<file path="config.mk">
export PLATFORM = sky130hd
export DESIGN_NAME = ssv_supervisor
export DESIGN_NICKNAME = d
export VERILOG_FILES = /design/src/rtl/ssv_pkg.sv /design/src/rtl/ssv_supervisor.sv /design/src/rtl/ssv_glitch_filter.sv
export SDC_FILE = /design/constraint.sdc
export NUM_CORES = 1
export LEC_CHECK = 0
export ABC_CLOCK_PERIOD_IN_PS = 8700
export BUFFER_PORTS_ARGS = -buffer_cell sky130_fd_sc_hd__buf_4
export CORE_ASPECT_RATIO = 0.7
export CORE_MARGIN = 5
export CORE_UTILIZATION = 50
export CTS_CLUSTER_DIAMETER = 100
export DETAILED_ROUTE_END_ITERATION = 7
export GPL_TIMING_DRIVEN = 0
export PLACE_DENSITY = 0.68
export SLEW_MARGIN = 10
export SYNTH_ARGS = -nofsm -noshare
export SYNTH_HDL_FRONTEND = slang
export SYNTH_SLANG_ARGS = --single-unit
</file>
<file path="constraint.sdc">
create_clock -name pclk -period 8.7 [get_ports pclk]
set_input_delay 0.435 -clock pclk [delete_from_list [all_inputs] [get_ports pclk]]
set_output_delay 0.435 -clock pclk [all_outputs]
set_load 0.01 [all_outputs]
</file>
<file path="src/rtl/ssv_pkg.sv">
package ssv_pkg;

    localparam int NUM_RAILS = 6;

    // ------------------------------------------------------------
    // Timing
    // ------------------------------------------------------------
    localparam int CLK_MHZ        = 100;
    localparam int TICK_US        = 32;
    localparam int TICK_CYC       = TICK_US * CLK_MHZ;
    localparam int GLITCH_US      = 64;
    localparam int GLITCH_TICKS   = GLITCH_US / TICK_US;
    localparam int GLITCH_CYC     = GLITCH_US * CLK_MHZ;
    localparam int DETECT_US      = 12;
    localparam int DETECT_CYC     = DETECT_US * CLK_MHZ;
    // Stretch and debounce: 32 us .. 2 s in 32 us ticks
    localparam int STRETCH_MS_DEF = 200;
    localparam int DEBOUNCE_MS_DEF = 50;
    localparam int WDOG_MS_DEF    = 1000;
    localparam logic [31:0] TICKS_2S  = 32'h0000_F424;
    localparam logic [31:0] TICKS_MAX = 32'h0FFF_FFFF;

    // ------------------------------------------------------------
    // Register map
    // ------------------------------------------------------------
    localparam logic [11:0] OFS_CTRL     = 12'h000;
    localparam logic [11:0] OFS_STRETCH  = 12'h004;
    localparam logic [11:0] OFS_WDOG     = 12'h008;
    localparam logic [11:0] OFS_DEBOUNCE = 12'h00C;
    localparam logic [11:0] OFS_STATUS   = 12'h010;
    localparam logic [11:0] OFS_IRQ_STS  = 12'h014;
    localparam logic [11:0] OFS_IRQ_MSK  = 12'h018;

    localparam int CTRL_OV_LSB   = 0;
    localparam int CTRL_CORE_LSB = 8;
    localparam logic [5:0] RST_OV   = 6'h00;
    localparam logic [5:0] RST_CORE = 6'h3F;
    localparam logic [31:0] RST_STRETCH  = 32'h0000_186A;
    localparam logic [31:0] RST_WDOG     = 32'h0000_7A12;
    localparam logic [31:0] RST_DEBOUNCE = 32'h0000_061A;
    localparam logic [7:0]  RST_MSK      = 8'h00;

    // Interrupt status bit positions
    localparam int IRQ_WDOG = 6;
    localparam int IRQ_MRST = 7;
    localparam int IRQ_W    = 8;

    typedef struct packed {
        logic [5:0] over_volt;
        logic [5:0] core;
    } ssv_cfg_t;

    typedef enum logic [1:0] {
        ST_WAIT_GOOD,
        ST_STRETCH,
        ST_RUN
    } ssv_state_t;

endpackage

</file>
<file path="src/rtl/ssv_supervisor.sv">
`timescale 1ns/1ps
// Function
// [RULE1] Six rail fault inputs, each judged separately
// [RULE2] Start: reset on, irq off, await rails
// [RULE3] Hold reset stretch time after rails good
// [RULE4] Stretch programmable 32 us to 2 s
// [RULE5] Rail fault after release reasserts reset
// [RULE6] Watchdog expiry without kick fall raises irq
// [RULE7] Processor kicks before each timeout
// [RULE8] Watchdog timeout programmable 32 us upward
// [RULE9] Manual reset held past debounce forces reset
// [RULE10] Debounce programmable 32 us to 2 s
// [RULE11] Per-rail 64 us glitch filter
// [RULE12] All rails checked in parallel, fast
// [RULE13] Any rail selectable as over-voltage
// [RULE14] Core rails reset, others only interrupt
// [RULE15] Kick fall restarts watchdog; cleared in reset
// [RULE16] After stretch: release, arm watchdog, monitor
module ssv_supervisor
    import ssv_pkg::*;
(
    input  wire logic        pclk,
    input  wire logic        presetn,
    input  wire logic [11:0] paddr,
    input  wire logic        psel,
    input  wire logic        penable,
    input  wire logic        pwrite,
    input  wire logic [31:0] pwdata,
    output logic [31:0]      prdata,
    output logic             pready,
    output logic             pslverr,
    input  wire logic [5:0]  rail_raw_in,
    input  wire logic        manual_rst_n_in,
    input  wire logic        watchdog_kick_in,
    output logic             cpu_rst_n_out,
    output logic             watchdog_irq_out,
    output logic             irq_out,
    output logic             shutdown_out
);

    ssv_cfg_t     cfg_q;
    logic [31:0]  stretch_q;
    logic [31:0]  wdog_q;
    logic [31:0]  debounce_q;
    logic [IRQ_W-1:0] sts_q;
    logic [IRQ_W-1:0] msk_q;
    logic [5:0]   rail_clean;
    logic [5:0]   fault;
    logic         core_fault;
    logic [15:0]  tick_cnt_q;
    logic         tick;
    ssv_state_t   state_q;
    logic [31:0]  st_cnt_q;
    logic [31:0]  db_cnt_q;
    logic         mrst_q;
    logic         mrst_d;
    logic [2:0]   mr_sync_q;
    logic [2:0]   kk_sync_q;
    logic         kick_lvl_q;
    logic         kick_fall;
    logic [31:0]  wd_cnt_q;
    logic         wd_expire;
    logic         wr_en;
    logic         rd_en;
    logic         rst_active;

    // ------------------------------------------------------------
    // Rail filtering and fault decode
    // ------------------------------------------------------------
    genvar gi;
    generate
        for (gi = 0; gi < NUM_RAILS; gi++) begin : g_rail
            ssv_glitch_filter u_filt (
                .pclk    (pclk),
                .presetn (presetn),
                .raw_in  (rail_raw_in[gi]),
                .clean_q (rail_clean[gi])
            ); // [RULE11] [RULE12]
            // Input high means above threshold
            assign fault[gi] = cfg_q.over_volt[gi] ? rail_clean[gi]
                                                   : ~rail_clean[gi]; // [RULE13] [RULE1]
        end
    endgenerate

    assign core_fault = |(fault & cfg_q.core); // [RULE14]

    // ------------------------------------------------------------
    // 32 us timebase
    // ------------------------------------------------------------
    assign tick = (tick_cnt_q == 16'(TICK_CYC - 1));

    always_ff @(posedge pclk or negedge presetn) begin
        if (!presetn) begin
            tick_cnt_q <= 16'h0000;
        end else if (tick) begin
            tick_cnt_q <= 16'h0000;
        end else begin
            tick_cnt_q <= tick_cnt_q + 16'h0001;
        end
    end

    // ------------------------------------------------------------
    // Pin synchronisers
    // ------------------------------------------------------------
    always_ff @(posedge pclk or negedge presetn) begin
        if (!presetn) begin
            mr_sync_q  <= 3'h7;
            kk_sync_q  <= 3'h0;
            kick_lvl_q <= 1'b0;
        end else begin
            mr_sync_q <= {mr_sync_q[1:0], manual_rst_n_in};
            kk_sync_q <= {kk_sync_q[1:0], watchdog_kick_in};
            if (kk_sync_q[2] == kk_sync_q[1]) begin
                kick_lvl_q <= kk_sync_q[2];
            end
        end
    end

    assign kick_fall = kick_lvl_q && (kk_sync_q[2] == kk_sync_q[1])
                       && !kk_sync_q[2];

    // ------------------------------------------------------------
    // Manual reset debounce
    // ------------------------------------------------------------
    always_comb begin
        mrst_d = mrst_q;
        if (mr_sync_q[2] != mr_sync_q[1]) begin
            mrst_d = mrst_q;
        end else if (mr_sync_q[2]) begin
            mrst_d = 1'b0;
        end else if (tick && db_cnt_q >= debounce_q) begin
            mrst_d = 1'b1; // [RULE9]
        end
    end

    always_ff @(posedge pclk or negedge presetn) begin
        if (!presetn) begin
            db_cnt_q <= 32'h0000_0000;
            mrst_q   <= 1'b0;
        end else begin
            mrst_q <= mrst_d;
            if (mr_sync_q[2]) begin
                db_cnt_q <= 32'h0000_0000; // [RULE9]
            end else if (tick && db_cnt_q < debounce_q) begin
                db_cnt_q <= db_cnt_q + 32'h0000_0001; // [RULE10]
            end
        end
    end

    // ------------------------------------------------------------
    // Reset sequencer
    // ------------------------------------------------------------
    always_ff @(posedge pclk or negedge presetn) begin
        if (!presetn) begin
            state_q  <= ST_WAIT_GOOD; // [RULE2]
            st_cnt_q <= 32'h0000_0000;
        end else begin
            unique case (state_q)
                ST_WAIT_GOOD: begin
                    st_cnt_q <= 32'h0000_0000;
                    if (!core_fault && !mrst_q) begin
                        state_q <= ST_STRETCH; // [RULE2]
                    end
                end
                ST_STRETCH: begin
                    if (core_fault || mrst_q) begin
                        state_q <= ST_WAIT_GOOD;
                    end else if (tick) begin
                        if (st_cnt_q + 32'h0000_0001 >= stretch_q) begin
                            state_q <= ST_RUN; // [RULE3] [RULE16]
                        end
                        st_cnt_q <= st_cnt_q + 32'h0000_0001; // [RULE4]
                    end
                end
                ST_RUN: begin
                    if (core_fault || mrst_q) begin
                        state_q <= ST_WAIT_GOOD; // [RULE5] [RULE9]
                    end
                end
            endcase
        end
    end

    assign rst_active = (state_q != ST_RUN);

    always_ff @(posedge pclk or negedge presetn) begin
        if (!presetn) begin
            cpu_rst_n_out <= 1'b0;
            shutdown_out  <= 1'b0;
        end else begin
            cpu_rst_n_out <= !(rst_active || core_fault || mrst_q); // [RULE5]
            if (state_q == ST_RUN && core_fault) begin
                shutdown_out <= 1'b1; // [RULE14]
            end else if (state_q == ST_STRETCH) begin
                shutdown_out <= 1'b0;
            end
        end
    end

    // ------------------------------------------------------------
    // Watchdog
    // ------------------------------------------------------------
    assign wd_expire = tick && (wd_cnt_q + 32'h0000_0001 >= wdog_q);

    always_ff @(posedge pclk or negedge presetn) begin
        if (!presetn) begin
            wd_cnt_q         <= 32'h0000_0000;
            watchdog_irq_out <= 1'b0;
        end else if (rst_active) begin
            wd_cnt_q         <= 32'h0000_0000; // [RULE15]
            watchdog_irq_out <= 1'b0; // [RULE2]
        end else if (kick_fall) begin
            wd_cnt_q         <= 32'h0000_0000; // [RULE15] [RULE7]
            watchdog_irq_out <= 1'b0;
        end else if (wd_expire) begin
            watchdog_irq_out <= 1'b1; // [RULE6]
        end else if (tick && !watchdog_irq_out) begin
            wd_cnt_q <= wd_cnt_q + 32'h0000_0001; // [RULE8]
        end
    end

    // ------------------------------------------------------------
    // APB slave
    // ------------------------------------------------------------
    assign wr_en = psel && penable && pwrite;
    assign rd_en = psel && !penable && !pwrite;

    always_ff @(posedge pclk or negedge presetn) begin
        if (!presetn) begin
            cfg_q      <= '{over_volt: RST_OV, core: RST_CORE};
            stretch_q  <= RST_STRETCH;
            wdog_q     <= RST_WDOG;
            debounce_q <= RST_DEBOUNCE;
            msk_q      <= RST_MSK;
        end else if (wr_en) begin
            unique case (paddr)
                OFS_CTRL: begin
                    cfg_q.over_volt <= pwdata[CTRL_OV_LSB +: 6]; // [RULE13]
                    cfg_q.core      <= pwdata[CTRL_CORE_LSB +: 6];
                end
                OFS_STRETCH: begin
                    stretch_q <= (pwdata == 32'h0000_0000) ? 32'h0000_0001
                               : (pwdata > TICKS_2S) ? TICKS_2S : pwdata; // [RULE4]
                end
                OFS_WDOG: begin
                    wdog_q <= (pwdata == 32'h0000_0000) ? 32'h0000_0001
                            : (pwdata > TICKS_MAX) ? TICKS_MAX : pwdata; // [RULE8]
                end
                OFS_DEBOUNCE: begin
                    debounce_q <= (pwdata == 32'h0000_0000) ? 32'h0000_0001
                                : (pwdata > TICKS_2S) ? TICKS_2S : pwdata; // [RULE10]
                end
                OFS_IRQ_MSK: msk_q <= pwdata[IRQ_W-1:0];
                default: ;
            endcase
        end
    end

    // Sticky events; set wins over write-one-to-clear
    always_ff @(posedge pclk or negedge presetn) begin
        if (!presetn) begin
            sts_q <= '0;
        end else begin
            sts_q <= (sts_q & ~((wr_en && paddr == OFS_IRQ_STS)
                                ? pwdata[IRQ_W-1:0] : '0))
                     | {mrst_d && !mrst_q,
                        wd_expire && !rst_active && !kick_fall
                                  && !watchdog_irq_out,
                        fault & ~cfg_q.core}; // [RULE14]
        end
    end

    always_ff @(posedge pclk or negedge presetn) begin
        if (!presetn) begin
            irq_out <= 1'b0;
        end else begin
            irq_out <= |(sts_q & msk_q);
        end
    end

    always_ff @(posedge pclk or negedge presetn) begin
        if (!presetn) begin
            prdata  <= 32'h0000_0000;
            pready  <= 1'b0;
            pslverr <= 1'b0;
        end else begin
            pready  <= psel && !penable;
            pslverr <= 1'b0;
            if (psel && !penable) begin
                pslverr <= !(paddr inside {OFS_CTRL, OFS_STRETCH, OFS_WDOG,
                             OFS_DEBOUNCE, OFS_STATUS, OFS_IRQ_STS,
                             OFS_IRQ_MSK});
            end
            if (rd_en) begin
                unique case (paddr)
                    OFS_CTRL:     prdata <= {18'h0_0000, cfg_q.core,
                                             2'h0, cfg_q.over_volt};
                    OFS_STRETCH:  prdata <= stretch_q;
                    OFS_WDOG:     prdata <= wdog_q;
                    OFS_DEBOUNCE: prdata <= debounce_q;
                    OFS_STATUS:   prdata <= {16'h0000, state_q,
                                             mrst_q, watchdog_irq_out,
                                             fault, rail_clean};
                    OFS_IRQ_STS:  prdata <= {24'h0, sts_q};
                    OFS_IRQ_MSK:  prdata <= {24'h0, msk_q};
                    default:      prdata <= 32'h0000_0000;
                endcase
            end
        end
    end

endmodule

</file>
<file path="src/rtl/ssv_glitch_filter.sv">
`timescale 1ns/1ps
module ssv_glitch_filter
    import ssv_pkg::*;
(
    input  wire logic pclk,
    input  wire logic presetn,
    input  wire logic raw_in,
    output logic      clean_q
);

    logic [2:0]  sync_q;
    logic [15:0] cnt_q;

    // ------------------------------------------------------------
    // Three-stage synchroniser
    // ------------------------------------------------------------
    always_ff @(posedge pclk or negedge presetn) begin
        if (!presetn) begin
            sync_q <= 3'h0;
        end else begin
            sync_q <= {sync_q[1:0], raw_in};
        end
    end

    // ------------------------------------------------------------
    // Level must stand the full filter time to pass
    // ------------------------------------------------------------
    always_ff @(posedge pclk or negedge presetn) begin
        if (!presetn) begin
            cnt_q   <= 16'h0000;
            clean_q <= 1'b0;
        end else if (sync_q[2] != sync_q[1] || sync_q[2] == clean_q) begin
            cnt_q <= 16'h0000;
        end else if (cnt_q == 16'(GLITCH_CYC - 1)) begin
            cnt_q   <= 16'h0000;
            clean_q <= sync_q[2];
        end else begin
            cnt_q <= cnt_q + 16'h0001;
        end
    end

endmodule

</file>
==> results of run 1 <==
## synth_stat cells (14+ instances only)
| cell type | instances | share of area, % |
|---|---|---|
| sky130_fd_sc_hd__a21o_1 | 16 | 0.56 |
| sky130_fd_sc_hd__a21oi_1 | 156 | 3.7 |
| sky130_fd_sc_hd__a222oi_1 | 22 | 1.0 |
| sky130_fd_sc_hd__a31oi_1 | 14 | 0.41 |
| sky130_fd_sc_hd__and3_1 | 41 | 1.2 |
| sky130_fd_sc_hd__clkbuf_1 | 85 | 1.5 |
| sky130_fd_sc_hd__dfrtp_1 | 377 | 44 |
| sky130_fd_sc_hd__dfstp_2 | 27 | 3.3 |
| sky130_fd_sc_hd__ha_1 | 109 | 6.4 |
| sky130_fd_sc_hd__inv_1 | 129 | 2.3 |
| sky130_fd_sc_hd__mux2_2 | 19 | 1.0 |
| sky130_fd_sc_hd__mux2i_1 | 19 | 0.89 |
| sky130_fd_sc_hd__nand2_1 | 268 | 4.7 |
| sky130_fd_sc_hd__nand2b_1 | 14 | 0.41 |
| sky130_fd_sc_hd__nand3_1 | 101 | 2.4 |
| sky130_fd_sc_hd__nand4_1 | 47 | 1.4 |
| sky130_fd_sc_hd__nor2_1 | 223 | 3.9 |
| sky130_fd_sc_hd__nor3_1 | 32 | 0.75 |
| sky130_fd_sc_hd__nor4_1 | 15 | 0.44 |
| sky130_fd_sc_hd__o21ai_0 | 196 | 4.6 |
| sky130_fd_sc_hd__o31ai_1 | 28 | 0.99 |
| sky130_fd_sc_hd__or3_1 | 21 | 0.62 |
| sky130_fd_sc_hd__or4_1 | 39 | 1.4 |
| sky130_fd_sc_hd__xnor2_1 | 83 | 3.4 |
| sky130_fd_sc_hd__xor2_1 | 83 | 3.4 |
## cell usage in the layout, fill, tap and decap left out, types with 9 or more instances in the layout
master and instances:
sky130_fd_sc_hd__nor2b_1 12, sky130_fd_sc_hd__a222oi_1 22, sky130_fd_sc_hd__mux2i_1 19, sky130_fd_sc_hd__nand4_1 47
sky130_fd_sc_hd__and3_1 41, sky130_fd_sc_hd__o31ai_1 28, sky130_fd_sc_hd__nand3_1 101, sky130_fd_sc_hd__o41ai_1 9
sky130_fd_sc_hd__nor3_1 32, sky130_fd_sc_hd__a21oi_1 156, sky130_fd_sc_hd__a22oi_1 9, sky130_fd_sc_hd__dfstp_2 27
sky130_fd_sc_hd__and4_1 11, sky130_fd_sc_hd__nor2_1 223, sky130_fd_sc_hd__buf_4 92, sky130_fd_sc_hd__or4_1 39
sky130_fd_sc_hd__xnor2_1 83, sky130_fd_sc_hd__dlygate4sd3_1 9, sky130_fd_sc_hd__o21ai_0 196, sky130_fd_sc_hd__xor2_1 83
sky130_fd_sc_hd__nor4_1 15, sky130_fd_sc_hd__a21o_1 16, sky130_fd_sc_hd__nand2_1 268, sky130_fd_sc_hd__inv_1 129
sky130_fd_sc_hd__or3_1 21, sky130_fd_sc_hd__mux2_2 19, sky130_fd_sc_hd__nand2b_1 14, sky130_fd_sc_hd__clkbuf_1 95
sky130_fd_sc_hd__ha_1 109, sky130_fd_sc_hd__a31oi_1 14, sky130_fd_sc_hd__dfrtp_1 377, sky130_fd_sc_hd__clkbuf_16 41
sky130_fd_sc_hd__and2_1 13
## final cells by class
| class | count | area share, % |
|---|---|---|
| inverters | 129 | 2.00 |
| flip-flops and latches | 404 | 41.8 |
| plain buffers | 102 | 1.65 |
| well taps | 552 | 2.85 |
| clock inverters | 11 | 0.650 |
| clock buffers | 59 | 4.84 |
| multi-input cells | 1665 | 42.4 |
| repair buffers | 106 | 3.74 |
## what timing repair did
action / in CTS / in global routing
gates resized for setup: 0 / 0
endpoints found under the hold margin: 88 / 0
hold buffers: 9 / 0
## path summary, 6_finish.rpt
| check | start | to | slack (ns) | cells past startpoint |
|---|---|---|---|---|
| worst max-delay path | wd_cnt_q[0] | wd_cnt_q[22] | 3.64 | 16 |
| worst min-delay path | pwdata[27] | wdog_q[27] | 0.15 | 3 |
| worst min register to register | kk_sync_q[0] | kk_sync_q[1] | 0.35 | 0 |
| max in group asynchronous | presetn | wd_cnt_q[9] | 6.84 | 4 |
| min in group asynchronous | presetn | st_cnt_q[13] | 0.50 | 2 |
| worst max register to register | wd_cnt_q[0] | wd_cnt_q[22] | 3.64 | 16 |
## kinds of logic after synthesis
group / count (synthesis)
compound gates: 490
xor+xnor: 166
fa+ha+maj: 110
buf+inv: 231
flops: 404
mux: 40
simple gates: 859
## tightest hold or removal path: cells and delay by family
family	cells	cell delay, ns
buffers and inverters	1	0.09
AO/OA/AOI/OAI	2	0.13
## per-stage QoR
step / instance area, µm² / utilization, % / total power [mW]
after CTS: 24200 / 57.4 / 3.88
after global routing: 24200 / 57.4 / 3.98
after floorplan: 21300 / - / 1.98
after detailed placement: 22800 / 54.0 / 2.07
after global placement: 22700 / 53.7 / 2.06
final: 24200 / 57.4 / 3.83
## metal layers
| metal | vias to the layer above | GRT usage [%] | wire length, µm |
|---|---|---|---|
| li1 | 8373 | - | - |
| met1 | 8585 | 37.2 | 27200 |
| met2 | 666 | 36.3 | 24400 |
| met3 | 92 | 5.78 | 5360 |
| met4 | 2 | 5.43 | 1220 |
| met5 | - | 0 | 8 |
## report_power, final
group          internal [mW]  total [mW]  switching (mW)
clock network           1.05        1.79           0.742
logic                 0.0443       0.139          0.0948
registers               1.89        1.90         0.00973
total                   2.99        3.83           0.847
## state kept, by name, summed over array words and instances (netlist names), 12 cells and up
| signal | flops |
|---|---|
| debounce_q | 32 |
| cfg_q | 12 |
| g_rail.u_filt.sync_q | 18 |
| tick_cnt_q | 16 |
| stretch_q | 32 |
| prdata | 32 |
| db_cnt_q | 32 |
| wdog_q | 32 |
| st_cnt_q | 32 |
| wd_cnt_q | 32 |
| g_rail.u_filt.cnt_q | 96 |
==> impl_summary.log, run 1 <==
INFO  metric result_of_the_run = finished clean
INFO  metric coreArea = between 40000 and 50000 µm²
INFO  metric synth_top_family_by_area = simple AND/OR/NAND/NOR gates
INFO  metric power.static_leakage = ~11 nW
INFO  metric postLayoutSetupSlackWorst = 3.64 ns
INFO  metric synth_top_flop_cell = sky130_fd_sc_hd__dfrtp_1
INFO  metric detail_route.iter0.violations = 1738
INFO  metric synth-warning-count = 0
INFO  metric timing.critical_path.from_type = flip-flop
INFO  metric dp_hpwl = 43700 µm
INFO  metric finClkSkew = about 0.029 ns
INFO  metric final_max_slew_viol_count = 0
INFO  metric yosys.area_share.adder = approximately 6.4%
INFO  metric number_of_global_route_vias_before_repair = 17179
INFO  metric final.setup.tns = 0 ns
INFO  metric rows = 63
INFO  metric synth_seq_area_share = 47.6%
INFO  metric tritoncts = yes
INFO  metric post_synth_xor_area_fraction = 6.82%
INFO  metric drt_first_pass_iters = 8
INFO  metric die_height = 183 µm
INFO  metric port_buffers = slightly above 90
INFO  metric synth-simple-area-share = 19.3%
INFO  metric power-per-cell-area = between 150 and 200 nW/µm²
INFO  metric wl_per_cell = 19.2 µm
INFO  metric crit_slowest_cell = sky130_fd_sc_hd__buf_1
INFO  metric timing.critical_path.arrival = 5.52 ns
INFO  metric die_area = 46900 µm²
INFO  metric crit_buf_inv = 2
INFO  metric finalHoldViolCount = 0
INFO  metric synth_compound_area_share = 13.6%
INFO  metric grt_setup_unrepaired = no
INFO  metric insertion_delay = 0.55 ns
INFO  metric floorplan.initialDensity = roughly 50%
INFO  metric pin_count = 95
INFO  metric biggest_cell_delay_along_the_critical_path = around 0.56 ns
INFO  metric seq_cell_area = slightly above 10000 µm²
INFO  metric place_congestion = 0.928
INFO  metric globalRouteTotalUtil = 24.6%
INFO  metric worst_setup_path_end_kind = flip-flop
INFO  metric top_fanout_value_on_the_critical_path = 10
INFO  metric path_cells = ha_1 > and3_1 > and4_1 > and3_1 > nand3_1 > or2_2 > xnor2_1 > ha_1 > nand2_1 > or4_1 > o21ai_0 > a21o_1 > clkbuf_1 > buf_1 > o31ai_1 > a21oi_1
INFO  metric number_of_distinct_library_cells_after_synthesis = 66
INFO  metric criticalPathCategory = flip-flop to flip-flop
INFO  metric hold_worst_slack = ~0.15 ns
INFO  metric initial_antenna_violation_count = 1
INFO  metric vias_per_cell = 5.85
INFO  metric clockBufferDepth = 3
INFO  metric drive_above_1_share = 9.37%
INFO  metric residual_antenna_violating_net_count_after_detailed_routing = 0
INFO  metric pre_cts_ws = 3.72 ns
INFO  metric area_delta_synth_final = 13.7%
INFO  metric antenna-diode-count = 0
INFO  metric fmaxAchievable = around 200 MHz
INFO  metric synth_mux_area_share = 2.11%
INFO  metric final-setup-viol-count = 0
INFO  metric hp-class = input port to flip-flop
INFO  metric cts-htree-levels = 2
INFO  metric detail_route.wirelength = 58200 µm
INFO  metric maxSlewHeadroom = about a third
INFO  metric timing.max_cap.violations = 0
INFO  metric syn-cell-area = between 20000 and 25000 µm²
INFO  metric grt_pass1_wl = 93900 µm
INFO  metric synth_enable_flop_cells = 0
INFO  metric required = 9.16 ns
INFO  metric post_layout_nonfiller_instances = 3028
INFO  metric cts_buffers = between 40 and 50
INFO  metric cts.reportedPaths.clkPinSlew = roughly 0.070 ns
INFO  metric area_of_the_multi_input_gates = 10300 µm²
INFO  metric clock-sinks = 404
INFO  metric root_buffer = sky130_fd_sc_hd__clkbuf_16
INFO  metric postSynthNetCount = 2466
INFO  metric synthArstFlopShare = 100%
INFO  metric post_syn_area_per_cell = 9.27 µm²
INFO  metric drcViolationCount = 0
INFO  metric yosys_register_bits = 404
INFO  metric globalRouteOverflowTotal = 0
INFO  metric timing_worst_slew_pin_value = 1.02 ns
INFO  metric cp_top_family = simple AND/OR/NAND/NOR gates
INFO  metric grt_max_degree = 91
INFO  metric netlist_instances = 2300
INFO  metric fin_crit = about 5.1 ns
INFO  metric postCtsSetupBuffers = 0
INFO  metric num-fill-cells = 3696
INFO  metric die_w = 257 µm
INFO  metric ir_worst_vdd = 0.000134 V
INFO  metric cell_count_post_placement = between 2000 and 3000
INFO  metric detailroute.via_count = 17718
INFO  metric finish.net_count = 2615
INFO  metric layout_worst_path_cycle_share = 58.1%
Power figures use the tool's default switching activity.
==> inputs of run 2 (changes only) <==
--- a/config.mk
+++ b/config.mk
@@ -5,7 +5,7 @@
 export SDC_FILE = /design/constraint.sdc
 export NUM_CORES = 1
 export LEC_CHECK = 0
-export ABC_CLOCK_PERIOD_IN_PS = 8700
+export ABC_CLOCK_PERIOD_IN_PS = 4250
 export BUFFER_PORTS_ARGS = -buffer_cell sky130_fd_sc_hd__buf_4
 export CORE_ASPECT_RATIO = 0.7
 export CORE_MARGIN = 5
@@ -13,7 +13,7 @@
 export CTS_CLUSTER_DIAMETER = 100
 export DETAILED_ROUTE_END_ITERATION = 7
 export GPL_TIMING_DRIVEN = 0
-export PLACE_DENSITY = 0.68
+export PLACE_DENSITY = 0.7
 export SLEW_MARGIN = 10
 export SYNTH_ARGS = -nofsm -noshare
 export SYNTH_HDL_FRONTEND = slang
==> constraint.sdc (replaced) <==
create_clock -name pclk -period 4.25 [get_ports pclk]
set_input_delay 0.2125 -clock pclk [delete_from_list [all_inputs] [get_ports pclk]]
set_output_delay 0.2125 -clock pclk [all_outputs]
set_load 0.01 [all_outputs]
==> run 2 against run 1 <==
Against the previous run:
- global-route usage increased by 0.053 points
- cell area up 2.7%
- combinational power grew 120%
- highest routed layer unchanged
==> impl_summary.log, run 2 (synthesis gave the netlist of run 1 again) <==
INFO  metric initial_antenna_violation_count = 1 (unchanged)
INFO  metric criticalPathCategory = flip-flop to flip-flop
INFO  metric detail_route.iter0.violations = 1478 (-15%)
INFO  metric seq_cell_area = 10100 µm² (about the same)
INFO  metric area_delta_synth_final = 16.8%
INFO  metric switching_power = 1.79 mW (+110%)
INFO  metric area_of_the_multi_input_gates = 10400 µm² (+0.95%)
INFO  metric residual_antenna_violating_net_count_after_detailed_routing = 0 (unchanged)
INFO  metric rows = 63 (unchanged)
INFO  metric post_route_cell_area = 24900 µm² (+2.7%)
INFO  metric root_buffer = sky130_fd_sc_hd__clkbuf_16
INFO  metric seqPwrFrac = 48.5% (-1.1 points)
INFO  metric detail_route.wirelength = 59200 µm (+1.7%)
INFO  metric timing_worst_slew_pin_value = 0.919 ns (-0.0998 ns)
INFO  metric final.setup.tns = 0 ns (unchanged)
INFO  metric result_of_the_run = finished clean
INFO  metric cts_buffers = 43 (+4.9%)
INFO  metric num-fill-cells = 3585 (-3.0%)
INFO  metric critical_path_launch_point = st_cnt_q[0]
INFO  metric detailroute.via_count = 18078 (+2.0%)
INFO  metric clock_power_share = 47.7% (+0.9 points)
INFO  metric combPwrFrac = 3.8% (+0.2 points)
INFO  metric required = 4.72 ns (-4.44 ns)
INFO  metric maxSlewHeadroom = 38.5% (+6.7 points)
INFO  metric drt_first_pass_iters = 5 (-3)
INFO  metric power-per-cell-area = 323 nW/µm² (+100%)
INFO  metric ir_worst_vdd = 0.000337 V (+150%)
INFO  metric power.share.switching = 22.3% (+0.19 points)
INFO  metric power.static_leakage = 11.5 nW (+2.9%)
INFO  metric pin_count = 95 (unchanged)
INFO  metric final_max_slew_viol_count = 0 (unchanged)
INFO  metric vias_per_cell = 5.87 (+0.24%)
INFO  metric final-setup-viol-count = 0 (unchanged)
INFO  metric insertion_delay = 0.56 ns (about the same)
INFO  metric die_w = 257 µm (unchanged)
INFO  metric port_buffers = 93 (unchanged)
INFO  metric hp-class = input port to flip-flop
INFO  metric finalHoldViolCount = 0 (unchanged)
INFO  metric antenna-diode-count = 0 (unchanged)
INFO  metric largest_register_ffs = 96 (unchanged)
INFO  metric globalRouteOverflowTotal = 0 (unchanged)
INFO  metric timing.max_cap.violations = 0 (unchanged)
INFO  metric grt_pass1_wl = 94200 µm (+0.37%)
INFO  metric tritoncts = yes
INFO  metric cts.reportedPaths.clkPinSlew = 0.06 ns (about the same)
INFO  metric crit-reg2reg-launch = st_cnt_q[0]
INFO  metric timing.critical_path.from_type = flip-flop
INFO  metric floorplan.initialDensity = 50.5% (unchanged)
INFO  metric coreArea = 42300 µm² (unchanged)
INFO  metric timing.hold.worst.start = penable
INFO  metric globalRouteTotalUtil = 24.6% (+0.053 points)
INFO  metric wl_per_cell = 19.2 µm (about the same)
INFO  metric top_fanout_value_on_the_critical_path = 6 (-4)
INFO  metric placed_area = 22800 µm² (unchanged)
INFO  metric finish.net_count = 2663 (+1.8%)
INFO  metric cts-htree-levels = 2 (unchanged)
INFO  metric die_area = 46900 µm² (unchanged)
INFO  metric internal_power = 6.24 mW (+110%)
INFO  metric clock-sinks = 404 (unchanged)
INFO  metric place_congestion = 0.929 (about the same)
INFO  metric die_height = 183 µm (unchanged)
INFO  metric timing.critical_path.arrival = 4.50 ns (-1.02 ns)
INFO  metric fmaxAchievable = 248 MHz (+26%)
INFO  metric fin_crit = 4.03 ns (-1.03 ns)
INFO  metric grt_max_degree = 113 (+24%)
INFO  metric number_of_global_route_vias_before_repair = 17570 (+2.3%)
INFO  metric layout_common_cells = 374 x sky130_fd_sc_hd__dfrtp_1, 268 x sky130_fd_sc_hd__nand2_1, 221 x sky130_fd_sc_hd__nor2_1, 195 x sky130_fd_sc_hd__o21ai_0, 156 x sky130_fd_sc_hd__a21oi_1
INFO  metric layout.cells.most_common = sky130_fd_sc_hd__dfrtp_1
INFO  metric worst_setup_path_end_kind = flip-flop
INFO  metric finClkSkew = 0.0139 ns (-0.0148 ns)
INFO  metric drcViolationCount = 0 (unchanged)
INFO  metric max_flop_register = g_rail.u_filt.cnt_q
INFO  metric drive_above_1_share = 10.9% (+1.5 points)
INFO  metric dp_hpwl = 43800 µm (about the same)
INFO  metric clockBufferDepth = 3 (unchanged)
INFO  metric layout_worst_path_cycle_share = 94.7% (+37 points)
run 2: cell count changes in the layout (fill, tap and decap cells not counted), moves of 3 or more:
cell	before	now
sky130_fd_sc_hd__nand3_1	101	98
sky130_fd_sc_hd__dfrtp_1	377	374
sky130_fd_sc_hd__clkinvlp_4	1	4
sky130_fd_sc_hd__dlygate4sd3_1	9	42
sky130_fd_sc_hd__clkbuf_1	95	92
sky130_fd_sc_hd__nand3_2	0	3
sky130_fd_sc_hd__buf_4	92	106
sky130_fd_sc_hd__dfrtp_2	0	3
sky130_fd_sc_hd__clkbuf_16	41	45
run 2: worst max-delay path: stages (launching register included):
cell	delay [ns]
sky130_fd_sc_hd__dfrtp_2	0.44
sky130_fd_sc_hd__ha_2	0.25
sky130_fd_sc_hd__nand3_2	0.15
sky130_fd_sc_hd__or4_4	0.60
sky130_fd_sc_hd__nor3_4	0.27
sky130_fd_sc_hd__and4_1	0.28
sky130_fd_sc_hd__xor2_1	0.26
sky130_fd_sc_hd__ha_1	0.19
sky130_fd_sc_hd__nand4_1	0.15
sky130_fd_sc_hd__or4_1	0.56
sky130_fd_sc_hd__a21oi_1	0.14
sky130_fd_sc_hd__o21ai_0	0.16
sky130_fd_sc_hd__a41oi_2	0.28
sky130_fd_sc_hd__mux2i_1	0.22
run 2: metrics by stage:
stage          worst slack (ns)  cells  power, mW  hold slack [ns]  utilization [%]
6_report                  0.224   3082       8.03            0.137             58.9
5_1_grt                -0.00405   3082       8.30            0.139             58.9
4_1_cts                  0.0108   3073       8.10           0.0966             58.6
3_5_place_dp             -0.950   2949       4.24            0.289             54.0
3_3_place_gp              -1.05   2945       4.22            0.322             53.7
2_1_floorplan             0.321   2300       4.04          -0.0831                -
run 2: path summary, 6_finish.rpt:
kind	end	slack [ns]	cells past startpoint
max in group asynchronous	wdog_q[9]	2.41	5
min reg2reg	g_rail[0].u_filt.sync_q[1]	0.35	0
min	prdata[12]	0.14	4
min in group asynchronous	g_rail[3].u_filt.cnt_q[7]	0.25	2
max reg2reg	state_q[0]	0.22	13
max	state_q[0]	0.22	13
run 2: repair_timing:
item / CTS / global route
buffers inserted: 4 / 9
hold buffers: 42 / 0
gates resized for setup: 18 / 19
pin swaps: 2 / 5
hold endpoints to repair: 159 / 0
endpoints found under the setup margin: 36 / 36
run 2: final cells by class:
cell class              count  area share [%]
multi-input cells        1665            41.7
inverters                 129            1.94
clock buffers              63            5.12
clock inverters            15           0.643
flip-flops and latches    404            40.8
repair buffers            152            5.36
plain buffers             102            1.69
well taps                 552            2.77
run 2: per-layer routing:
metal	track usage [%]	vias to the layer above	share of wire, %	routed length (µm)
met2	37.8	660	44	25800
met3	5.85	81	8.9	5270
li1	-	8487	-	-
met5	0	-	0.012	7
met1	36.2	8848	46	27100
met4	5.15	2	1.7	1010
run 2: power by group through the flow:
stage / clock network (mW) / registers, mW / logic, mW
global route: 4.06 / 3.89 / 0.343
floorplan: 0 / 3.96 / 0.0852
global placement: 0 / 3.96 / 0.260
detailed placement: 0 / 3.96 / 0.278
CTS: 3.90 / 3.89 / 0.310
finish: 3.83 / 3.89 / 0.309
==> inputs of run 3 (changes only) <==
--- a/config.mk
+++ b/config.mk
@@ -9,11 +9,11 @@
 export BUFFER_PORTS_ARGS = -buffer_cell sky130_fd_sc_hd__buf_4
 export CORE_ASPECT_RATIO = 0.7
 export CORE_MARGIN = 5
-export CORE_UTILIZATION = 50
+export CORE_UTILIZATION = 35
 export CTS_CLUSTER_DIAMETER = 100
 export DETAILED_ROUTE_END_ITERATION = 7
 export GPL_TIMING_DRIVEN = 0
-export PLACE_DENSITY = 0.7
+export PLACE_DENSITY = 0.53
 export SLEW_MARGIN = 10
 export SYNTH_ARGS = -nofsm -noshare
 export SYNTH_HDL_FRONTEND = slang
==> run 3 against run 2 <==
Against the previous run:
- count of clock-buffer cells in the layout up 9
- sequential share of layout area down 0.48 points
- combinational power about the same
- power up 0.59%
- non-clock buffer count down 5
- wire length up 3.9%
- fmax down 0.45%
- critical endpoint unchanged
- largest cell class unchanged
==> impl_summary.log, run 3 (synthesis gave the netlist of run 1 again) <==
INFO  metric post_layout_nonfiller_instances = 3338 (+8.3%)
INFO  metric initial_antenna_violation_count = 0 (-1)
INFO  metric internal_power = 6.24 mW (about the same)
INFO  metric globalRouteTotalUtil = 18.4% (-6.3 points)
INFO  metric grt_setup_unrepaired = no
INFO  metric timing.critical_path.from_type = flip-flop
INFO  metric clock-sinks = 404 (unchanged)
INFO  metric number_of_global_route_vias_before_repair = 17144 (-2.4%)
INFO  metric detail_route.wirelength = 61500 µm (+3.9%)
INFO  metric clock_power_share = 48.0% (+0.3 points)
INFO  metric cts-htree-levels = 2 (unchanged)
INFO  metric seqPwrFrac = 48.2% (-0.3 points)
INFO  metric detailroute.via_count = 17625 (-2.5%)
INFO  metric grt_pass1_wl = 98400 µm (+4.4%)
INFO  metric timing.critical_path.arrival = 4.55 ns (+0.05 ns)
INFO  metric cts.reportedPaths.clkPinSlew = 0.06 ns (about the same)
INFO  metric drcViolationCount = 0 (unchanged)
INFO  metric residual_antenna_violating_net_count_after_detailed_routing = 0 (unchanged)
INFO  metric die_height = 216 µm (+18%)
INFO  metric floorplan.initialDensity = 35.4% (-15 points)
INFO  metric fin_crit = 4.04 ns (+0.0181 ns)
INFO  metric finish.net_count = 2660 (-0.11%)
INFO  metric antenna-diode-count = 0 (unchanged)
INFO  metric die_w = 305 µm (+19%)
INFO  metric rows = 75 (+19%)
INFO  metric dp_hpwl = 46200 µm (+5.5%)
INFO  metric timing.max_cap.violations = 0 (unchanged)
INFO  metric power-per-cell-area = 321 nW/µm² (-0.60%)
INFO  metric coreArea = 60200 µm² (+42%)
INFO  metric final-setup-viol-count = 0 (unchanged)
INFO  metric hold_worst_slack = 0.0905 ns (-0.0462 ns)
INFO  metric port_buffers = 93 (unchanged)
INFO  metric reg2reg_slack = 0.21 ns (-0.02 ns)
INFO  metric top_fanout_value_on_the_critical_path = 6 (unchanged)
INFO  metric criticalPathCategory = flip-flop to flip-flop
INFO  metric seq_cell_area = 10100 µm² (unchanged)
INFO  metric cell_count_post_placement = 3204 (+8.6%)
INFO  metric tritoncts = yes
INFO  metric place_congestion = 0.891 (-4.1%)
INFO  metric insertion_delay = 0.58 ns (+0.02 ns)
INFO  metric largest_register_ffs = 96 (unchanged)
INFO  metric finalHoldViolCount = 0 (unchanged)
INFO  metric pin_count = 95 (unchanged)
INFO  metric num-fill-cells = 5871 (+64%)
INFO  metric drive_above_1_share = 10.6% (-0.24 points)
INFO  metric fmaxAchievable = 247 MHz (-0.45%)
INFO  metric required = 4.75 ns (+0.03 ns)
INFO  metric max_flop_register = g_rail.u_filt.cnt_q
INFO  metric area_delta_synth_final = 18.2%
INFO  metric finClkSkew = 0.0138 ns (-0.0000830 ns)
INFO  metric globalRouteOverflowTotal = 0 (unchanged)
INFO  metric detail_route.iter0.violations = 1495 (+1.2%)
INFO  metric vias_per_cell = 5.28 (-10%)
INFO  metric result_of_the_run = finished clean
INFO  metric grt_max_degree = 112 (-0.88%)
INFO  metric timing_worst_slew_pin_value = 1.06 ns (+0.145 ns)
INFO  metric layout_worst_path_cycle_share = 95.2% (+0.43 points)
INFO  metric hp-class = input port to flip-flop
INFO  metric layout.cells.most_common = sky130_fd_sc_hd__dfrtp_1
INFO  metric wl_per_cell = 18.4 µm (-4.0%)
INFO  metric combPwrFrac = 3.8% (about the same)
INFO  metric drt_first_pass_iters = 6 (+1)
INFO  metric worst_setup_path_end_kind = flip-flop
INFO  metric cts_buffers = 45 (+4.7%)
INFO  metric switching_power = 1.84 mW (+2.8%)
INFO  metric clockBufferDepth = 3 (unchanged)
INFO  metric layout_common_cells = 374 x sky130_fd_sc_hd__dfrtp_1, 267 x sky130_fd_sc_hd__nand2_1, 223 x sky130_fd_sc_hd__nor2_1, 195 x sky130_fd_sc_hd__o21ai_0, 156 x sky130_fd_sc_hd__a21oi_1
INFO  metric final_max_slew_viol_count = 0 (unchanged)
INFO  metric die_area = 66000 µm² (+41%)
INFO  metric maxSlewHeadroom = 28.8% (-9.7 points)
INFO  metric power.share.switching = 22.8% (+0.49 points)
INFO  metric area_of_the_multi_input_gates = 10400 µm² (about the same)
INFO  metric ir_worst_vdd = 0.000248 V (-26%)
INFO  metric root_buffer = sky130_fd_sc_hd__clkbuf_16
INFO  metric power.static_leakage = 11.5 nW (about the same)
run 3: cell types whose count changed in the layout (fill, tap and decap cells not counted), moves of 2 or more:
cell | previous run | this run
sky130_fd_sc_hd__buf_4 | 106 | 101
sky130_fd_sc_hd__nor2_1 | 221 | 223
sky130_fd_sc_hd__clkbuf_8 | 8 | 12
sky130_fd_sc_hd__nor2_2 | 2 | 0
sky130_fd_sc_hd__bufinv_16 | 3 | 1
sky130_fd_sc_hd__clkinvlp_4 | 4 | 1
sky130_fd_sc_hd__clkbuf_1 | 92 | 98
run 3: area by class of cell:
type	count	share of cell area (%)
Tap cell	808	4.01
Inverter	129	1.92
Sequential cell	404	40.3
Clock buffer	72	5.39
Clock inverter	11	0.432
Multi-Input combinational cell	1665	41.2
Buffer	102	1.67
Timing Repair Buffer	147	5.06
run 3: metal layers:
layer	up-vias	routed length, µm	track usage, %
met5	-	0	0
met4	0	742	3.02
met1	8642	30800	28.2
met2	434	26200	27.6
li1	8487	-	-
met3	62	3730	3.17
run 3: worst paths after layout:
kind	from	endpoint	cells past startpoint
max in group asynchronous	presetn	wdog_q[25]	4
worst max register to register	st_cnt_q[0]	state_q[0]	13
min in group asynchronous	presetn	g_rail[3].u_filt.cnt_q[14]	2
worst min-delay path	penable	prdata[12]	4
worst max-delay path	st_cnt_q[0]	state_q[0]	13
worst min register to register	g_rail[2].u_filt.sync_q[0]	g_rail[2].u_filt.sync_q[1]	0
run 3: worst max-delay path, stage by stage (launching register included):
cell and delay, ns:
sky130_fd_sc_hd__dfrtp_2 0.46, sky130_fd_sc_hd__ha_1 0.29, sky130_fd_sc_hd__nand3_2 0.17, sky130_fd_sc_hd__or4_4 0.59, sky130_fd_sc_hd__nor3_4 0.27, sky130_fd_sc_hd__and4_1 0.29, sky130_fd_sc_hd__xor2_1 0.25, sky130_fd_sc_hd__ha_1 0.18
sky130_fd_sc_hd__nand4_1 0.14, sky130_fd_sc_hd__or4_1 0.56, sky130_fd_sc_hd__a21oi_1 0.15, sky130_fd_sc_hd__o21ai_0 0.15, sky130_fd_sc_hd__a41oi_2 0.26, sky130_fd_sc_hd__mux2i_1 0.20
run 3: power groups by stage:
| stage | Sequential, mW | Combinational (mW) | Clock, mW |
|---|---|---|---|
| floorplan | 3.96 | 0.0852 | 0 |
| global placement | 3.96 | 0.265 | 0 |
| detailed placement | 3.96 | 0.280 | 0 |
| CTS | 3.89 | 0.313 | 3.99 |
| global route | 3.89 | 0.345 | 4.15 |
| finish | 3.89 | 0.306 | 3.88 |
run 3: metrics by stage:
step	power [mW]	utilization [%]	setup WS, ns	setup TNS, ns	cell area [µm²]
final	8.08	41.9	0.205	0	25200
after detailed placement	4.24	38.4	-0.888	-19.34	23100
after CTS	8.20	41.7	0.00861	0	25100
after global routing	8.39	41.9	0.0102	0	25200
after global placement	4.23	38.3	-1.19	-447.50	23000
after floorplan	4.04	-	0.321	0	21300
run 3: repair_timing:
action / in CTS / in global routing
endpoints found under the hold margin: 173 / 0
endpoints found under the setup margin: 36 / 36
gates resized for setup: 20 / 12
pin swaps: 3 / 2
setup buffers: 3 / 6
hold buffers: 42 / 0
